--- config.mk ---
export PLATFORM = sky130hd
export DESIGN_NAME = rsrs_row_sequencer
export DESIGN_NICKNAME = d
export VERILOG_FILES = /design/src/rsrs_pkg.sv /design/src/rsrs_fifo.sv /design/src/rsrs_row_sequencer.sv
export SDC_FILE = /design/constraint.sdc
export NUM_CORES = 1
export LEC_CHECK = 0
export BUFFER_PORTS_ARGS = -buffer_cell sky130_fd_sc_hd__buf_2
export CAP_MARGIN = 40
export CORE_ASPECT_RATIO = 0.75
export CORE_MARGIN = 2
export CORE_UTILIZATION = 35
export DETAILED_ROUTE_END_ITERATION = 7
export PLACE_DENSITY = 0.63
export SLEW_MARGIN = 0
export SYNTH_ARGS = -nofsm -noshare
export SYNTH_HDL_FRONTEND = slang
export SYNTH_SLANG_ARGS = --single-unit
--- constraint.sdc ---
create_clock -name core_clk_i -period 15.86 [get_ports core_clk_i]
set_input_delay 1.586 -clock core_clk_i [delete_from_list [all_inputs] [get_ports core_clk_i]]
set_output_delay 1.586 -clock core_clk_i [all_outputs]
set_load 0.01 [all_outputs]
--- src/rsrs_pkg.sv ---
// constants, types and helpers shared by the rolling shutter row sequencer
// Functional notes
// RL1: T0 holds both transfer gates and reset on
// RL2: T1 drops first transfer gate, keeps rest
// RL3: T2 drops second gate one row later
// RL4: T3 releases reset before charge transfer
// RL5: T4 first gate, diffusion, row select together
// RL6: T5 drops select, diffusion; reset back on
// RL7: second row: release reset, T6 readout
// RL8: receiver discards dummy pixel values
// RL9: dark pixels read out for black level
// RL10: bit 6 of capture register picks mode
// RL11: continuous capture mode after reset
// RL12: continuous: staggered integration during readout
// RL13: continuous: next frame starts without trigger
// RL14: encoding off: only pixel words output
// RL15: stream bit 5 inserts in-band markers; code inserts them only in continuous mode
// RL16: frame start, row start, end patterns
// RL17: marker words one per clock, adjacent
// RL18: receiver syncs on markers or valids
// RL19: single mode starts on sync, waits
// RL20: row period vcw+shs+shr+19 clocks
// RL21: continuous frame is vrd+1 rows
package rsrs_pkg;

   localparam int PIX_W      = 10;
   localparam int FIFO_DEPTH = 4;
   localparam int FIFO_W     = PIX_W + 2;
   localparam int CTRL_W     = 8;
   localparam int CNT_W      = 13;

   localparam int CAP_MODE_BIT   = 6;
   localparam int STREAM_ENC_BIT = 5;
   localparam logic [CTRL_W-1:0] CAP_CTRL_RST    = 8'h00;
   localparam logic [CTRL_W-1:0] STREAM_CTRL_RST = 8'h00;
   localparam logic              CAP_CONTINUOUS  = 1'b0;

   localparam logic [CNT_W-1:0] ROW_OVERHEAD = 13'h0013;
   localparam logic [CNT_W-1:0] COL_SHUT_A   = 13'h0000;
   localparam logic [CNT_W-1:0] COL_SHUT_B   = 13'h0001;
   localparam logic [CNT_W-1:0] COL_RST_REL  = 13'h0002;
   localparam logic [CNT_W-1:0] COL_MARK     = 13'h0003;
   localparam logic [CNT_W-1:0] MARK_LEN     = 13'h0004;
   localparam logic [CNT_W-1:0] COL_PIX_BASE = 13'h0007;
   localparam logic [CNT_W-1:0] DUMMY_ROWS   = 13'h0001;
   localparam logic [CNT_W-1:0] DARK_ROWS    = 13'h0002;

   localparam logic [PIX_W-1:0] MARK_HI = 10'h3ff;
   localparam logic [PIX_W-1:0] MARK_LO = 10'h000;

   typedef enum logic [2:0] {
      ST_REST = 3'b000,
      ST_T0   = 3'b001,
      ST_T1   = 3'b010,
      ST_T2   = 3'b011,
      ST_T3   = 3'b100,
      ST_T4   = 3'b101,
      ST_T5   = 3'b110,
      ST_T6   = 3'b111
   } rsrs_step_e;

   typedef enum logic [0:0] {
      SEQ_IDLE = 1'b0,
      SEQ_RUN  = 1'b1
   } rsrs_seq_e;

   typedef enum logic [1:0] {
      MK_SOF = 2'b00,
      MK_ROW = 2'b01,
      MK_EOF = 2'b10
   } rsrs_mark_e;

   // word idx of a marker, most significant group first
   function automatic logic [PIX_W-1:0] marker_word(input rsrs_mark_e kind, input logic [1:0] idx);
      logic [PIX_W-1:0] w;
      w = MARK_LO;
      case (kind)
         MK_SOF:  w = MARK_HI;
         MK_ROW:  w = idx[1] ? MARK_LO : MARK_HI;
         default: w = MARK_LO;
      endcase
      return w;
   endfunction : marker_word

   // gate vector {reset, tx1, tx2, diffusion, row select}
   function automatic logic [4:0] gates_of(input rsrs_step_e st);
      logic [4:0] g;
      g = 5'h10;
      unique case (st)
         ST_REST: g = 5'h10;
         ST_T0:   g = 5'h1c;
         ST_T1:   g = 5'h14;
         ST_T2:   g = 5'h10;
         ST_T3:   g = 5'h00;
         ST_T4:   g = 5'h0b;
         ST_T5:   g = 5'h10;
         ST_T6:   g = 5'h07;
      endcase
      return g;
   endfunction : gates_of

endpackage : rsrs_pkg

--- src/rsrs_fifo.sv ---
// small flip-flop fifo between the sequencer and the pixel port
`timescale 1ns/1ps
`default_nettype none
module rsrs_fifo #(
   parameter int W = 12,
   parameter int D = 4
) (
   input  wire logic         core_clk_i,
   input  wire logic         rst_b_i,
   input  wire logic         in_valid_i,
   output logic              in_ready_o,
   input  wire logic [W-1:0] in_data_i,
   output logic              out_valid_o,
   input  wire logic         out_ready_i,
   output logic [W-1:0]      out_data_o
);
   localparam int AW = (D > 1) ? $clog2(D) : 1;

   logic [W-1:0]  mem_ff [D];
   logic [AW-1:0] wr_ff;
   logic [AW-1:0] rd_ff;
   logic [AW:0]   cnt_ff;
   logic          do_wr;
   logic          do_rd;

   assign in_ready_o  = (cnt_ff != (AW+1)'(D));
   assign out_valid_o = (cnt_ff != '0);
   assign out_data_o  = mem_ff[rd_ff];
   assign do_wr       = in_valid_i & in_ready_o;
   assign do_rd       = out_valid_o & out_ready_i;

   function automatic logic [AW-1:0] ptr_inc(input logic [AW-1:0] p);
      return (p == AW'(D-1)) ? '0 : p + AW'(1);
   endfunction : ptr_inc

   always_ff @(posedge core_clk_i) begin
      if (do_wr) begin
         mem_ff[wr_ff] <= in_data_i;
      end
   end

   always_ff @(posedge core_clk_i or negedge rst_b_i) begin
      if (!rst_b_i) begin
         wr_ff  <= '0;
         rd_ff  <= '0;
         cnt_ff <= '0;
      end else begin
         if (do_wr) begin
            wr_ff <= ptr_inc(wr_ff);
         end
         if (do_rd) begin
            rd_ff <= ptr_inc(rd_ff);
         end
         if (do_wr & ~do_rd) begin
            cnt_ff <= cnt_ff + (AW+1)'(1);
         end else if (do_rd & ~do_wr) begin
            cnt_ff <= cnt_ff - (AW+1)'(1);
         end
      end
   end
endmodule : rsrs_fifo
`default_nettype wire

--- src/rsrs_row_sequencer.sv ---
// rolling shutter capture and readout sequencer with pixel stream output
`timescale 1ns/1ps
`default_nettype none
module rsrs_row_sequencer (
   input  wire logic                          core_clk_i,
   input  wire logic                          rst_b_i,
   // capture mode control register write
   input  wire logic                          cap_wr_i,
   input  wire logic [rsrs_pkg::CTRL_W-1:0]   cap_data_i,
   output logic [rsrs_pkg::CTRL_W-1:0]        cap_ctrl_o,
   // pixel stream control register write
   input  wire logic                          stream_wr_i,
   input  wire logic [rsrs_pkg::CTRL_W-1:0]   stream_data_i,
   output logic [rsrs_pkg::CTRL_W-1:0]        stream_ctrl_o,
   // frame geometry and timing settings
   input  wire logic [11:0]                   vcw_i,
   input  wire logic [7:0]                    shs_i,
   input  wire logic [7:0]                    shr_i,
   input  wire logic [11:0]                   vrd_i,
   input  wire logic [11:0]                   cint_i,
   input  wire logic                          sync_i,
   input  wire logic [rsrs_pkg::PIX_W-1:0]    adc_data_i,
   // pixel gate controls for the addressed row
   output logic                               gate_rst_o,
   output logic                               gate_tx1_o,
   output logic                               gate_tx2_o,
   output logic                               gate_fd_o,
   output logic                               gate_rsel_o,
   output logic [rsrs_pkg::CNT_W-1:0]         gate_row_o,
   // pixel stream
   output logic                               pix_valid_o,
   input  wire logic                          pix_ready_i,
   output logic [rsrs_pkg::PIX_W-1:0]         pix_data_o,
   output logic                               pix_dark_o,
   output logic                               pix_dummy_o,
   output logic                               frame_valid_o,
   output logic                               line_valid_o,
   output logic                               busy_o
);
   import rsrs_pkg::*;

   // sample-and-hold span shared by the row length and the pixel slot start
   function automatic logic [CNT_W-1:0] hold_span(input logic [7:0] a, input logic [7:0] b);
      return CNT_W'(a) + CNT_W'(b);
   endfunction : hold_span

   // true while col lies in the len columns that start at base
   function automatic logic in_span(input logic [CNT_W-1:0] col, input logic [CNT_W-1:0] base,
                                    input logic [CNT_W-1:0] len);
      return (col >= base) && ((col - base) < len);
   endfunction : in_span

   logic [CTRL_W-1:0] cap_ctrl_ff;
   logic [CTRL_W-1:0] stream_ctrl_ff;
   rsrs_seq_e         seq_ff;
   logic [CNT_W-1:0]  col_ff;
   logic [CNT_W-1:0]  lin_ff;
   rsrs_step_e        step_ff;
   logic [4:0]        gates_ff;
   logic [CNT_W-1:0]  row_ff;
   logic              frame_ff;
   logic              line_ff;
   logic              mode_ff;
   logic              sync_q_ff;
   logic [11:0]       vcw_ff;
   logic [7:0]        shs_ff;
   logic [7:0]        shr_ff;
   logic [11:0]       vrd_ff;
   logic [11:0]       cint_ff;

   logic              continuous;
   logic              enc_on;
   logic              run;
   logic              cap_cont;
   logic              sync_rise;
   logic              frame_load;
   logic [CNT_W-1:0]  int_rows;
   logic [CNT_W-1:0]  trow;
   logic [CNT_W-1:0]  col_last;
   logic [CNT_W-1:0]  pix_start;
   logic [CNT_W-1:0]  pix_end;
   logic [CNT_W-1:0]  vrd_w;
   logic [CNT_W-1:0]  lead;
   logic [CNT_W-1:0]  lin_last;
   logic [CNT_W-1:0]  read_row;
   logic [CNT_W-1:0]  shut_row;
   logic              read_act;
   logic              shut_act;
   logic              row_end;
   logic              frame_end;
   rsrs_step_e        nxt_step;
   logic [CNT_W-1:0]  nxt_row;

   logic              mark_slot;
   logic              pix_slot;
   logic              eof_slot;
   logic              push_req;
   logic [FIFO_W-1:0] push_data;
   logic              fifo_in_ready;
   logic [FIFO_W-1:0] fifo_out;
   logic              stall;
   logic [CNT_W-1:0]  mark_off;
   logic [CNT_W-1:0]  eof_off;

   // control registers
   always_ff @(posedge core_clk_i or negedge rst_b_i) begin
      if (!rst_b_i) begin
         cap_ctrl_ff <= CAP_CTRL_RST; // RL11
      end else if (cap_wr_i) begin
         cap_ctrl_ff <= cap_data_i;
      end
   end

   always_ff @(posedge core_clk_i or negedge rst_b_i) begin
      if (!rst_b_i) begin
         stream_ctrl_ff <= STREAM_CTRL_RST;
      end else if (stream_wr_i) begin
         stream_ctrl_ff <= stream_data_i;
      end
   end

   assign cap_ctrl_o    = cap_ctrl_ff;
   assign stream_ctrl_o = stream_ctrl_ff;
   assign cap_cont      = (cap_ctrl_ff[CAP_MODE_BIT] == CAP_CONTINUOUS); // RL10
   assign continuous    = (mode_ff == CAP_CONTINUOUS);
   assign enc_on        = stream_ctrl_ff[STREAM_ENC_BIT] & continuous; // RL15
   assign run           = (seq_ff == SEQ_RUN);
   assign sync_rise     = sync_i & ~sync_q_ff;

   // mode and timing are taken while idle and at each frame end, so a write
   // in mid-frame waits for the frame to finish instead of tearing it apart
   assign frame_load = ~run | (~stall & frame_end);

   always_ff @(posedge core_clk_i or negedge rst_b_i) begin
      if (!rst_b_i) begin
         mode_ff <= CAP_CTRL_RST[CAP_MODE_BIT]; // RL11
         vcw_ff  <= '0;
         shs_ff  <= '0;
         shr_ff  <= '0;
         vrd_ff  <= '0;
         cint_ff <= '0;
      end else if (frame_load) begin
         mode_ff <= cap_ctrl_ff[CAP_MODE_BIT]; // RL10
         vcw_ff  <= vcw_i;
         shs_ff  <= shs_i;
         shr_ff  <= shr_i;
         vrd_ff  <= vrd_i;
         cint_ff <= cint_i;
      end
   end

   // a held sync must not start a second frame, only a fresh rising edge does
   always_ff @(posedge core_clk_i or negedge rst_b_i) begin
      if (!rst_b_i) begin
         sync_q_ff <= 1'b0;
      end else begin
         sync_q_ff <= sync_i;
      end
   end

   // row timing
   assign trow      = CNT_W'(vcw_ff) + hold_span(shs_ff, shr_ff) + ROW_OVERHEAD; // RL20
   assign col_last  = trow - CNT_W'(1);
   assign pix_start = COL_PIX_BASE + hold_span(shs_ff, shr_ff);
   assign pix_end   = pix_start + CNT_W'(vcw_ff);
   assign vrd_w     = CNT_W'(vrd_ff);
   assign int_rows  = CNT_W'(cint_ff) + CNT_W'(1);
   // integration cannot exceed the frame in continuous mode, so the lead is clamped
   assign lead      = (CNT_W'(cint_ff) >= vrd_w) ? vrd_w : int_rows;
   assign lin_last  = continuous ? vrd_w : vrd_w + int_rows;
   assign row_end   = (col_ff == col_last);
   assign frame_end = row_end & (lin_ff == lin_last);

   // which row is integrating and which is being read
   always_comb begin
      read_row = '0;
      shut_row = '0;
      read_act = 1'b0;
      shut_act = 1'b0;
      if (run) begin
         if (continuous) begin
            // shutter pointer runs ahead of the read pointer, wrapping in the frame
            read_act = 1'b1; // RL12
            shut_act = 1'b1;
            read_row = lin_ff;
            if ((lin_ff + lead) > vrd_w) begin
               shut_row = lin_ff + lead - vrd_w - CNT_W'(1);
            end else begin
               shut_row = lin_ff + lead;
            end
         end else begin
            shut_act = (lin_ff <= vrd_w);
            shut_row = lin_ff;
            read_act = (lin_ff >= int_rows);
            read_row = lin_ff - int_rows;
         end
      end
   end

   // gate step decode: two shutter slots, then the read row
   always_comb begin
      nxt_step = ST_REST;
      nxt_row  = read_row;
      if (col_ff == COL_SHUT_A) begin
         nxt_row = shut_row;
         if (shut_act & ~shut_row[0]) begin
            nxt_step = ST_T0; // RL1
         end
      end else if (col_ff == COL_SHUT_B) begin
         nxt_row = shut_row;
         if (shut_act) begin
            // odd row one full row period after the even row's release
            nxt_step = shut_row[0] ? ST_T2 : ST_T1; // RL2 RL3
         end
      end else if (read_act) begin
         if (col_ff == COL_RST_REL) begin
            nxt_step = ST_T3; // RL4 RL7
         end else if (row_end) begin
            nxt_step = ST_T5; // RL6
         end else begin
            nxt_step = read_row[0] ? ST_T6 : ST_T4; // RL5 RL7
         end
      end
   end

   always_ff @(posedge core_clk_i or negedge rst_b_i) begin
      if (!rst_b_i) begin
         step_ff  <= ST_REST;
         gates_ff <= 5'h10;
         row_ff   <= '0;
      end else if (!stall) begin
         step_ff  <= nxt_step;
         gates_ff <= gates_of(nxt_step);
         row_ff   <= nxt_row;
      end
   end

   assign gate_rst_o  = gates_ff[4];
   assign gate_tx1_o  = gates_ff[3];
   assign gate_tx2_o  = gates_ff[2];
   assign gate_fd_o   = gates_ff[1];
   assign gate_rsel_o = gates_ff[0];
   assign gate_row_o  = row_ff;

   // stream slots within the read row
   assign mark_off  = col_ff - COL_MARK;
   assign eof_off   = col_ff - pix_end;
   assign mark_slot = read_act & enc_on & in_span(col_ff, COL_MARK, MARK_LEN); // RL14 RL16
   assign pix_slot  = read_act & (col_ff >= pix_start) & (col_ff < pix_end); // RL9
   assign eof_slot  = read_act & enc_on & (read_row == vrd_w) & in_span(col_ff, pix_end, MARK_LEN);
   assign push_req  = mark_slot | pix_slot | eof_slot;

   always_comb begin
      push_data = '0;
      if (mark_slot) begin
         // marker words sit ahead of the row's pixels, separated from them by the shs+shr hold span
         push_data = {2'b00, marker_word((read_row == '0) ? MK_SOF : MK_ROW, mark_off[1:0])}; // RL16 RL17
      end else if (eof_slot) begin
         push_data = {2'b00, marker_word(MK_EOF, eof_off[1:0])}; // RL16 RL17
      end else if (pix_slot) begin
         push_data = {read_row < DUMMY_ROWS,
                      (read_row >= DUMMY_ROWS) & (read_row < (DUMMY_ROWS + DARK_ROWS)),
                      adc_data_i}; // RL8 RL9
      end
   end

   // a full fifo freezes the whole sequence rather than drop a word
   assign stall = push_req & ~fifo_in_ready;

   // sequence state
   always_ff @(posedge core_clk_i or negedge rst_b_i) begin
      if (!rst_b_i) begin
         seq_ff <= SEQ_IDLE;
      end else begin
         unique case (seq_ff)
            SEQ_IDLE: begin
               if (cap_cont | sync_rise) begin
                  seq_ff <= SEQ_RUN; // RL13 RL19
               end
            end
            SEQ_RUN: begin
               // a switch to single frame takes effect at the frame boundary
               if (!stall & frame_end & (~continuous | ~cap_cont)) begin
                  seq_ff <= SEQ_IDLE; // RL19
               end
            end
         endcase
      end
   end

   // column and row counters
   always_ff @(posedge core_clk_i or negedge rst_b_i) begin
      if (!rst_b_i) begin
         col_ff <= '0;
         lin_ff <= '0;
      end else if (!run) begin
         col_ff <= '0;
         lin_ff <= '0;
      end else if (!stall) begin
         if (row_end) begin
            col_ff <= '0;
            if (frame_end) begin
               lin_ff <= '0; // RL13 RL21
            end else begin
               lin_ff <= lin_ff + CNT_W'(1);
            end
         end else begin
            col_ff <= col_ff + CNT_W'(1);
         end
      end
   end

   // frame and line valid levels
   always_ff @(posedge core_clk_i or negedge rst_b_i) begin
      if (!rst_b_i) begin
         frame_ff <= 1'b0;
         line_ff  <= 1'b0;
      end else if (!stall) begin
         frame_ff <= read_act;
         line_ff  <= pix_slot; // RL18
      end
   end

   assign frame_valid_o = frame_ff;
   assign line_valid_o  = line_ff;
   assign busy_o        = run;

   rsrs_fifo #(
      .W (FIFO_W),
      .D (FIFO_DEPTH)
   ) u_fifo (
      .core_clk_i  (core_clk_i),
      .rst_b_i     (rst_b_i),
      .in_valid_i  (push_req),
      .in_ready_o  (fifo_in_ready),
      .in_data_i   (push_data),
      .out_valid_o (pix_valid_o),
      .out_ready_i (pix_ready_i),
      .out_data_o  (fifo_out)
   );

   assign pix_data_o  = fifo_out[PIX_W-1:0];
   assign pix_dark_o  = fifo_out[PIX_W];
   assign pix_dummy_o = fifo_out[PIX_W+1];

endmodule : rsrs_row_sequencer
`default_nettype wire

# Word-level counts from Yosys, hierarchy flattened
# Memory sizes are Yosys's and may differ from the RTL's. A register that Yosys moved wholly into a read port is not among the register bits.
# Index checks and enable logic that the tools add are counted.
[totals]
register_bits = 119
mem_bits_rw = 48
mem_bits_ro = 40
in_bits = 84
output_inout_bits = 50
wordCells = 152
memories = 2
[memory_table]
columns = ["memory", "words", "word_bits", "rd", "rd_ports_with_merged_regs", "wr", "line_no", "text"]
rows = [
  ["u_fifo.mem_ff", 4, 12, 1, 0, 1, "rsrs_fifo.sv:19", "logic [W-1:0] mem_ff [D];"],
  ["(name not given)", 8, 5, 1, 1, 0, "rsrs_pkg.sv:89", "unique case (st)"],
]
[op_classes]
addsub = 20
order_cmp = 13
eq_ne = 11
n_mux = 44
bitwise = 33
reduce_logical = 11
[op_table]
columns = ["op", "n"]
rows = [
  ["2-to-1 mux 13 bit", 16],
  ["2-to-1 mux 12 bit", 3],
  ["adder 12 x 13 -> 13 bit", 2],
  ["adder 13 x 1 -> 13 bit (second input constant)", 2],
  ["equality test 13 bit", 2],
  [">= comparator 13 bit", 2],
  ["logical NOT 13 bit", 2],
  ["less-than comparator 13 x 3 -> 1 bit (second input constant)", 2],
  ["subtractor 13 x 1 -> 13 bit (second input constant)", 2],
  ["subtractor 13 bit", 2],
  ["case mux 10 bit (2 select lines)", 1],
  ["AND 1 bit", 19],
  ["2-to-1 mux 3 bit", 5],
  ["adder 10 x 12 -> 13 bit", 1],
  ["adder 12 x 1 -> 13 bit (second input constant)", 1],
  ["adder 13 bit", 1],
  ["adder 13 x 5 -> 13 bit (second input constant)", 1],
  ["equality test 13 x 1 -> 1 bit (second input constant)", 1],
  ["equality test 13 x 12 -> 1 bit", 1],
  ["equality test 13 x 2 -> 1 bit (second input constant)", 1],
  [">= comparator 13 x 1 -> 1 bit (second input constant)", 1],
  [">= comparator 13 x 10 -> 1 bit", 1],
  [">= comparator 13 x 2 -> 1 bit (second input constant)", 1],
  ["greater-than comparator 13 x 12 -> 1 bit", 1],
  ["other kinds (29)", 61],
]

# Depth between registers and ports, before layout
[depth]
word_depth = 14
depth_mapped = 35
depth_no_buf = 34

# Modules after synthesis
# From an unflattened synthesis, not the netlist that was laid out.
[unflattened]
hier_cells = 1567
hier_area_um2 = 14702.9
[modules_own_cells]
columns = ["mod", "n_inst", "cells_per_inst", "area_per_inst_um2", "seq_area_each_um2"]
rows = [
  ["rsrs_row_sequencer", 1, 1468, 12529.5, 2904.0],
  ["rsrs_fifo", 1, 99, 2173.3, 1616.6],
]

# Least setup slack after synthesis
# No wires, ideal clock.
[synth_timing]
kind = "register to register"
from = "reg shs_ff[0]"
to = "reg u_fifo.cnt_ff[2]"
setup_time_ns = 0.079
t_arrival_ns = 6.675
t_required_ns = 15.781
setup_slack_ns = 9.106
stages_incl_launch_ff = 33
n_path_buf = 0
period_less_slack_ns = 6.754
cell_sequence = "dfrtp_1 > ha_1 > inv_1 > fa_1 > ha_1 > inv_1 > ha_1 > a21o_1 > a21oi_1 > o21ai_0 > a21oi_1 > o21ai_0 > a21oi_1 > nor2b_1 > o21a_1 > o21a_1 > or2_2 > ha_1 > o21ai_0 > and3_1 > nor4_1 > nand4_1 > a2111o_1 > a2111oi_2 > nand4_1 > o211ai_2 > a21boi_1 > ha_1 > inv_1 > fa_1 > xor2_1 > nor2_1 > xor2_1"
[synth_via]
elab_chain_cells = 12
word_cells_on_any_way = 20
cone_classes = "4 x add/sub; 4 x order compare; 1 x mux; 9 x bitwise; 2 x reduce/logical"
[synth_lines]
columns = ["element", "line_no", "text"]
rows = [
  ["start: declaration", "rsrs_row_sequencer.sv:66", "logic [7:0] shs_ff;"],
  ["start signal: assignment", "rsrs_row_sequencer.sv:145", "shs_ff <= shs_i;"],
  ["adder 8 x 8 -> 9 bit (*)", "rsrs_row_sequencer.sv:44", "return CNT_W'(a) + CNT_W'(b);"],
  ["adder 3 x 9 -> 10 bit (*)", "rsrs_row_sequencer.sv:164", "assign pix_start = COL_PIX_BASE + hold_span(shs_ff, shr_ff);"],
  ["adder 10 x 12 -> 13 bit", "rsrs_row_sequencer.sv:165", "assign pix_end = pix_start + CNT_W'(vcw_ff);"],
  ["subtractor 13 bit", "rsrs_row_sequencer.sv:50", "return (col >= base) && ((col - base) < len);"],
  ["less-than comparator 13 x 3 -> 1 bit", "rsrs_row_sequencer.sv:50", ""],
  ["logical AND 1 bit", "rsrs_row_sequencer.sv:50", ""],
  ["AND 1 bit", "rsrs_row_sequencer.sv:250", "assign eof_slot = read_act & enc_on & (read_row == vrd_w) & in_span(col_ff, pix_end, MARK_LEN);"],
  ["bitwise OR 1 bit (*)", "rsrs_row_sequencer.sv:251", "assign push_req = mark_slot | pix_slot | eof_slot;"],
  ["AND 1 bit (*)", "rsrs_fifo.sv:29", "assign do_wr = in_valid_i & in_ready_o;"],
  ["named net u_fifo.do_wr", "rsrs_fifo.sv:23", "logic do_wr;"],
  ["inverter 1 bit", "rsrs_fifo.sv:56", "end else if (do_rd & ~do_wr) begin"],
  ["AND 1 bit", "rsrs_fifo.sv:56", ""],
  ["nonzero test 2 bit (no source line)", "n/a", ""],
  ["end signal: assignment", "rsrs_fifo.sv:55", "cnt_ff <= cnt_ff + (AW+1)'(1);"],
  ["end signal: assignment", "rsrs_fifo.sv:57", "cnt_ff <= cnt_ff - (AW+1)'(1);"],
  ["end: declaration", "rsrs_fifo.sv:22", "logic [AW:0] cnt_ff;"],
]
# The timed path passes the listed nets; every way through them passes the cells marked *.
# A chain may end at the register's enable or synchronous reset.

# Worst setup path in the final report
# Ends and elaborated chain as after synthesis.

==> metrics.txt <==
asr flop ratio synth=0.719; Global Route Usage Sum=0.197; clock tree from TritonCTS=yes; most frequent cell on the critical path=sky130_fd_sc_hd__ha_1; sequential-to-total area share from yosys stat=0.316; unrepaired setup endpoints after global routing=no; mean instance size in the synthesized netlist=9.71 µm²; vertical extent of the die=179 µm; drt first-iter violations=1032; GR Util met3=0.0503; clock root buffer=sky130_fd_sc_hd__clkbuf_16; Worst Setup Slack, final=8.32 ns; starting utilization of the core area=0.353; critical path start-end classification=reg2reg; worst max-slew margin expressed relative to the limit=0.391; count of cells resized by post-cts repair=0; most crowded layer after global routing=met1; Final Non-Filler Cells=2125; total number of vias=11826; maximum achievable frequency=0.133 GHz; Global Route met1 Usage=0.294; Hold Vio Cnt, Final=0; vias per inst=5.57; CTS Hold Buffers Added=0; number of diodes=0; Worst Path Max Fanout=9; count of synthesis-stage warnings from yosys=0; top-level I/O count=134; number of global-route vias before repair=11610; RD Place Congestion=0.949; status=completed; area enclosed by the die boundary=42500 µm²; count of flip-flops with a built-in enable after synthesis=48; maximum number of pins on one net before global-route repair=64; final setup TNS=0 ns; crit path buf inv count=3; number of instances in the placed design=2093; count of maximum capacitance violations=0; family of cells with the greatest summed delay on the critical path=compound AO/OA/AOI/OAI gates; Clock Skews=0.0126 ns; most frequent cells in the layout=sky130_fd_sc_hd__ha_1, sky130_fd_sc_hd__buf_2, sky130_fd_sc_hd__dfrtp_1, sky130_fd_sc_hd__nand2_1, sky130_fd_sc_hd__inv_1; count of port buffers added during placement=133; critical path's slowest cell=sky130_fd_sc_hd__a21boi_1; min-delay worst type=reg2reg; Setup Slack @ Placement=8.41 ns; fin. max-slew vios=0; post-synthesis sequential element count=171; antenna violations before repair=0; total wirelength of the detailed-routed design=41100 µm; global-route wire length before repair=64800 µm; clk_lat worst skew=0.46 ns; total congestion overflow after global routing=0; synthesized netlist cell count=1472; fill cell instance count of the final layout=4083; CTS sink count=171; number of H-tree levels=4; net count of the mapped netlist=1713; Die Wd=237 µm; post-route worst hold slack=0.500 ns; Area Growth Syn to Fin=12.0%; Post-Synthesis Cell Area=14300 µm²; portion of the clock cycle consumed by the worst path in the final layout=0.475; total area of multi-input combinational cells=9090 µm²; remaining number of nets flagged by the antenna check after routing=0; core box area=40500 µm²; final-stage net count=1825; peak per-stage delay on the critical path=0.46 ns; fraction of layout instances using a drive strength above 1=0.192; DRC=0; number of detailed-route iterations in the first pass=5; ys flop type=sky130_fd_sc_hd__dfrtp_1; met2 layer usage reported by global route=0.278; Inserted Clock Buffers=17; total half-perimeter wirelength after legalization and detailed placement=32000 µm; crit end category=register; count of cell types in the netlist=90; arrival time worst endpoint=7.92 ns; total of endpoints with negative setup slack in the final report=0; Routed WL per cell=19.3 µm; type of origin of the critical path=register; required time worst endpoint=16.24 ns; setup fix buffers added after clock tree synthesis=0; clock edge transition at the registers on the reported setup and hold paths=0.07 ns; storage element area=4520 µm²; worst-margin pin slew=0.901 ns; std cell rows=64; shortest period the worst path allows=7.54 ns; number of buffers on the longest clock path=2; commonest non-fill, non-tap cell in the layout=sky130_fd_sc_hd__ha_1
through the flow:
stage | utilization | area (µm²)
2_1_floorplan | - | 14300
3_3_place_gp | 0.380 | 15400
3_5_place_dp | 0.381 | 15400
4_1_cts | 0.395 | 16000
5_1_grt | 0.395 | 16000
6_report | 0.395 | 16000
sequential cells by signal (all words and copies together), names as in the netlist:
| register | count |
|---|---|
| busy_o | 1 |
| cap_ctrl_o | 8 |
| cint_ff | 12 |
| col_ff | 13 |
| frame_valid_o | 1 |
| gate_row_o | 13 |
| gates_ff | 4 |
| lin_ff | 13 |
| line_valid_o | 1 |
| mode_ff | 1 |
| shr_ff | 8 |
| shs_ff | 8 |
| stream_ctrl_o | 8 |
| sync_q_ff | 1 |
| u_fifo.cnt_ff | 3 |
| u_fifo.mem_ff | 48 |
| u_fifo.rd_ff | 2 |
| u_fifo.wr_ff | 2 |
| vcw_ff | 12 |
| vrd_ff | 12 |
cell usage after synthesis (all sizes together) (6+ instances only):
library cell,count,area share
a2111oi,7,0.0060
a211oi,17,0.0093
a21boi,6,0.0032
a21o,31,0.016
a21oi,86,0.031
a31o,11,0.0067
a31oi,10,0.0044
and2,10,0.0044
and3,19,0.0083
buf,25,0.015
clkbuf,31,0.0081
dfrtp,122,0.21
edfxtp,48,0.10
fa,8,0.011
ha,149,0.13
inv,91,0.024
mux2,80,0.076
mux2i,16,0.011
mux4,12,0.019
nand2,119,0.031
nand2b,30,0.013
nand3,39,0.014
nand4,14,0.0061
nor2,86,0.024
nor2b,23,0.011
nor3,24,0.0091
nor4,13,0.0057
o211ai,11,0.0068
o21a,19,0.010
o21ai,87,0.030
o21bai,14,0.0074
o31a,7,0.0043
o31ai,13,0.0078
or3,7,0.0031
xnor2,69,0.042
xor2,40,0.025
area by class of cell:
class | instances | area share
Clock buffer | 17 | 0.0266
Inverter | 92 | 0.0216
Clock inverter | 15 | 0.00985
Multi-Input combinational cell | 1153 | 0.568
Sequential cell | 171 | 0.282
Timing Repair Buffer | 149 | 0.0504
Tap cell | 528 | 0.0413
per-layer routing:
metal | vias up | wire [µm] | share of wire
met4 | 0 | 625 | 0.015
li1 | 5620 | - | -
met5 | - | 0 | 0
met1 | 5654 | 20500 | 0.50
met3 | 50 | 3740 | 0.091
met2 | 502 | 16300 | 0.40
logic make-up after synthesis:
logic type	share of synthesized area
adder cells (fa/ha/maj)	0.142
AND/OR/NAND/NOR	0.139
AO/OA/AOI/OAI	0.181
XOR/XNOR	0.0684
multiplexers	0.106
buffers and inverters	0.0474
flip-flops	0.316
final timing paths:
kind / cells after the start / end / startpoint / slack, ns
hold reg to reg: 1 / gate_row_o[9]$_DFFE_PN0N_ / gate_row_o[9]$_DFFE_PN0N_ / 0.50
setup reg to reg: 32 / u_fifo.cnt_ff[2]$_DFFE_PN0P_ / shs_ff[0]$_DFFE_PN0P_ / 8.32
setup / recovery: 32 / u_fifo.cnt_ff[2]$_DFFE_PN0P_ / shs_ff[0]$_DFFE_PN0P_ / 8.32
max in group asynchronous: 2 / gate_row_o[5]$_DFFE_PN0N_ / rst_b_i / 13.52
min in group asynchronous: 1 / cap_ctrl_o[1]$_DFFE_PN0P_ / rst_b_i / 1.09
hold / removal: 1 / gate_row_o[9]$_DFFE_PN0N_ / gate_row_o[9]$_DFFE_PN0N_ / 0.50
Power is not shown: default switching activity piles up to over one toggle a cycle in this logic, so the estimate is an artifact.
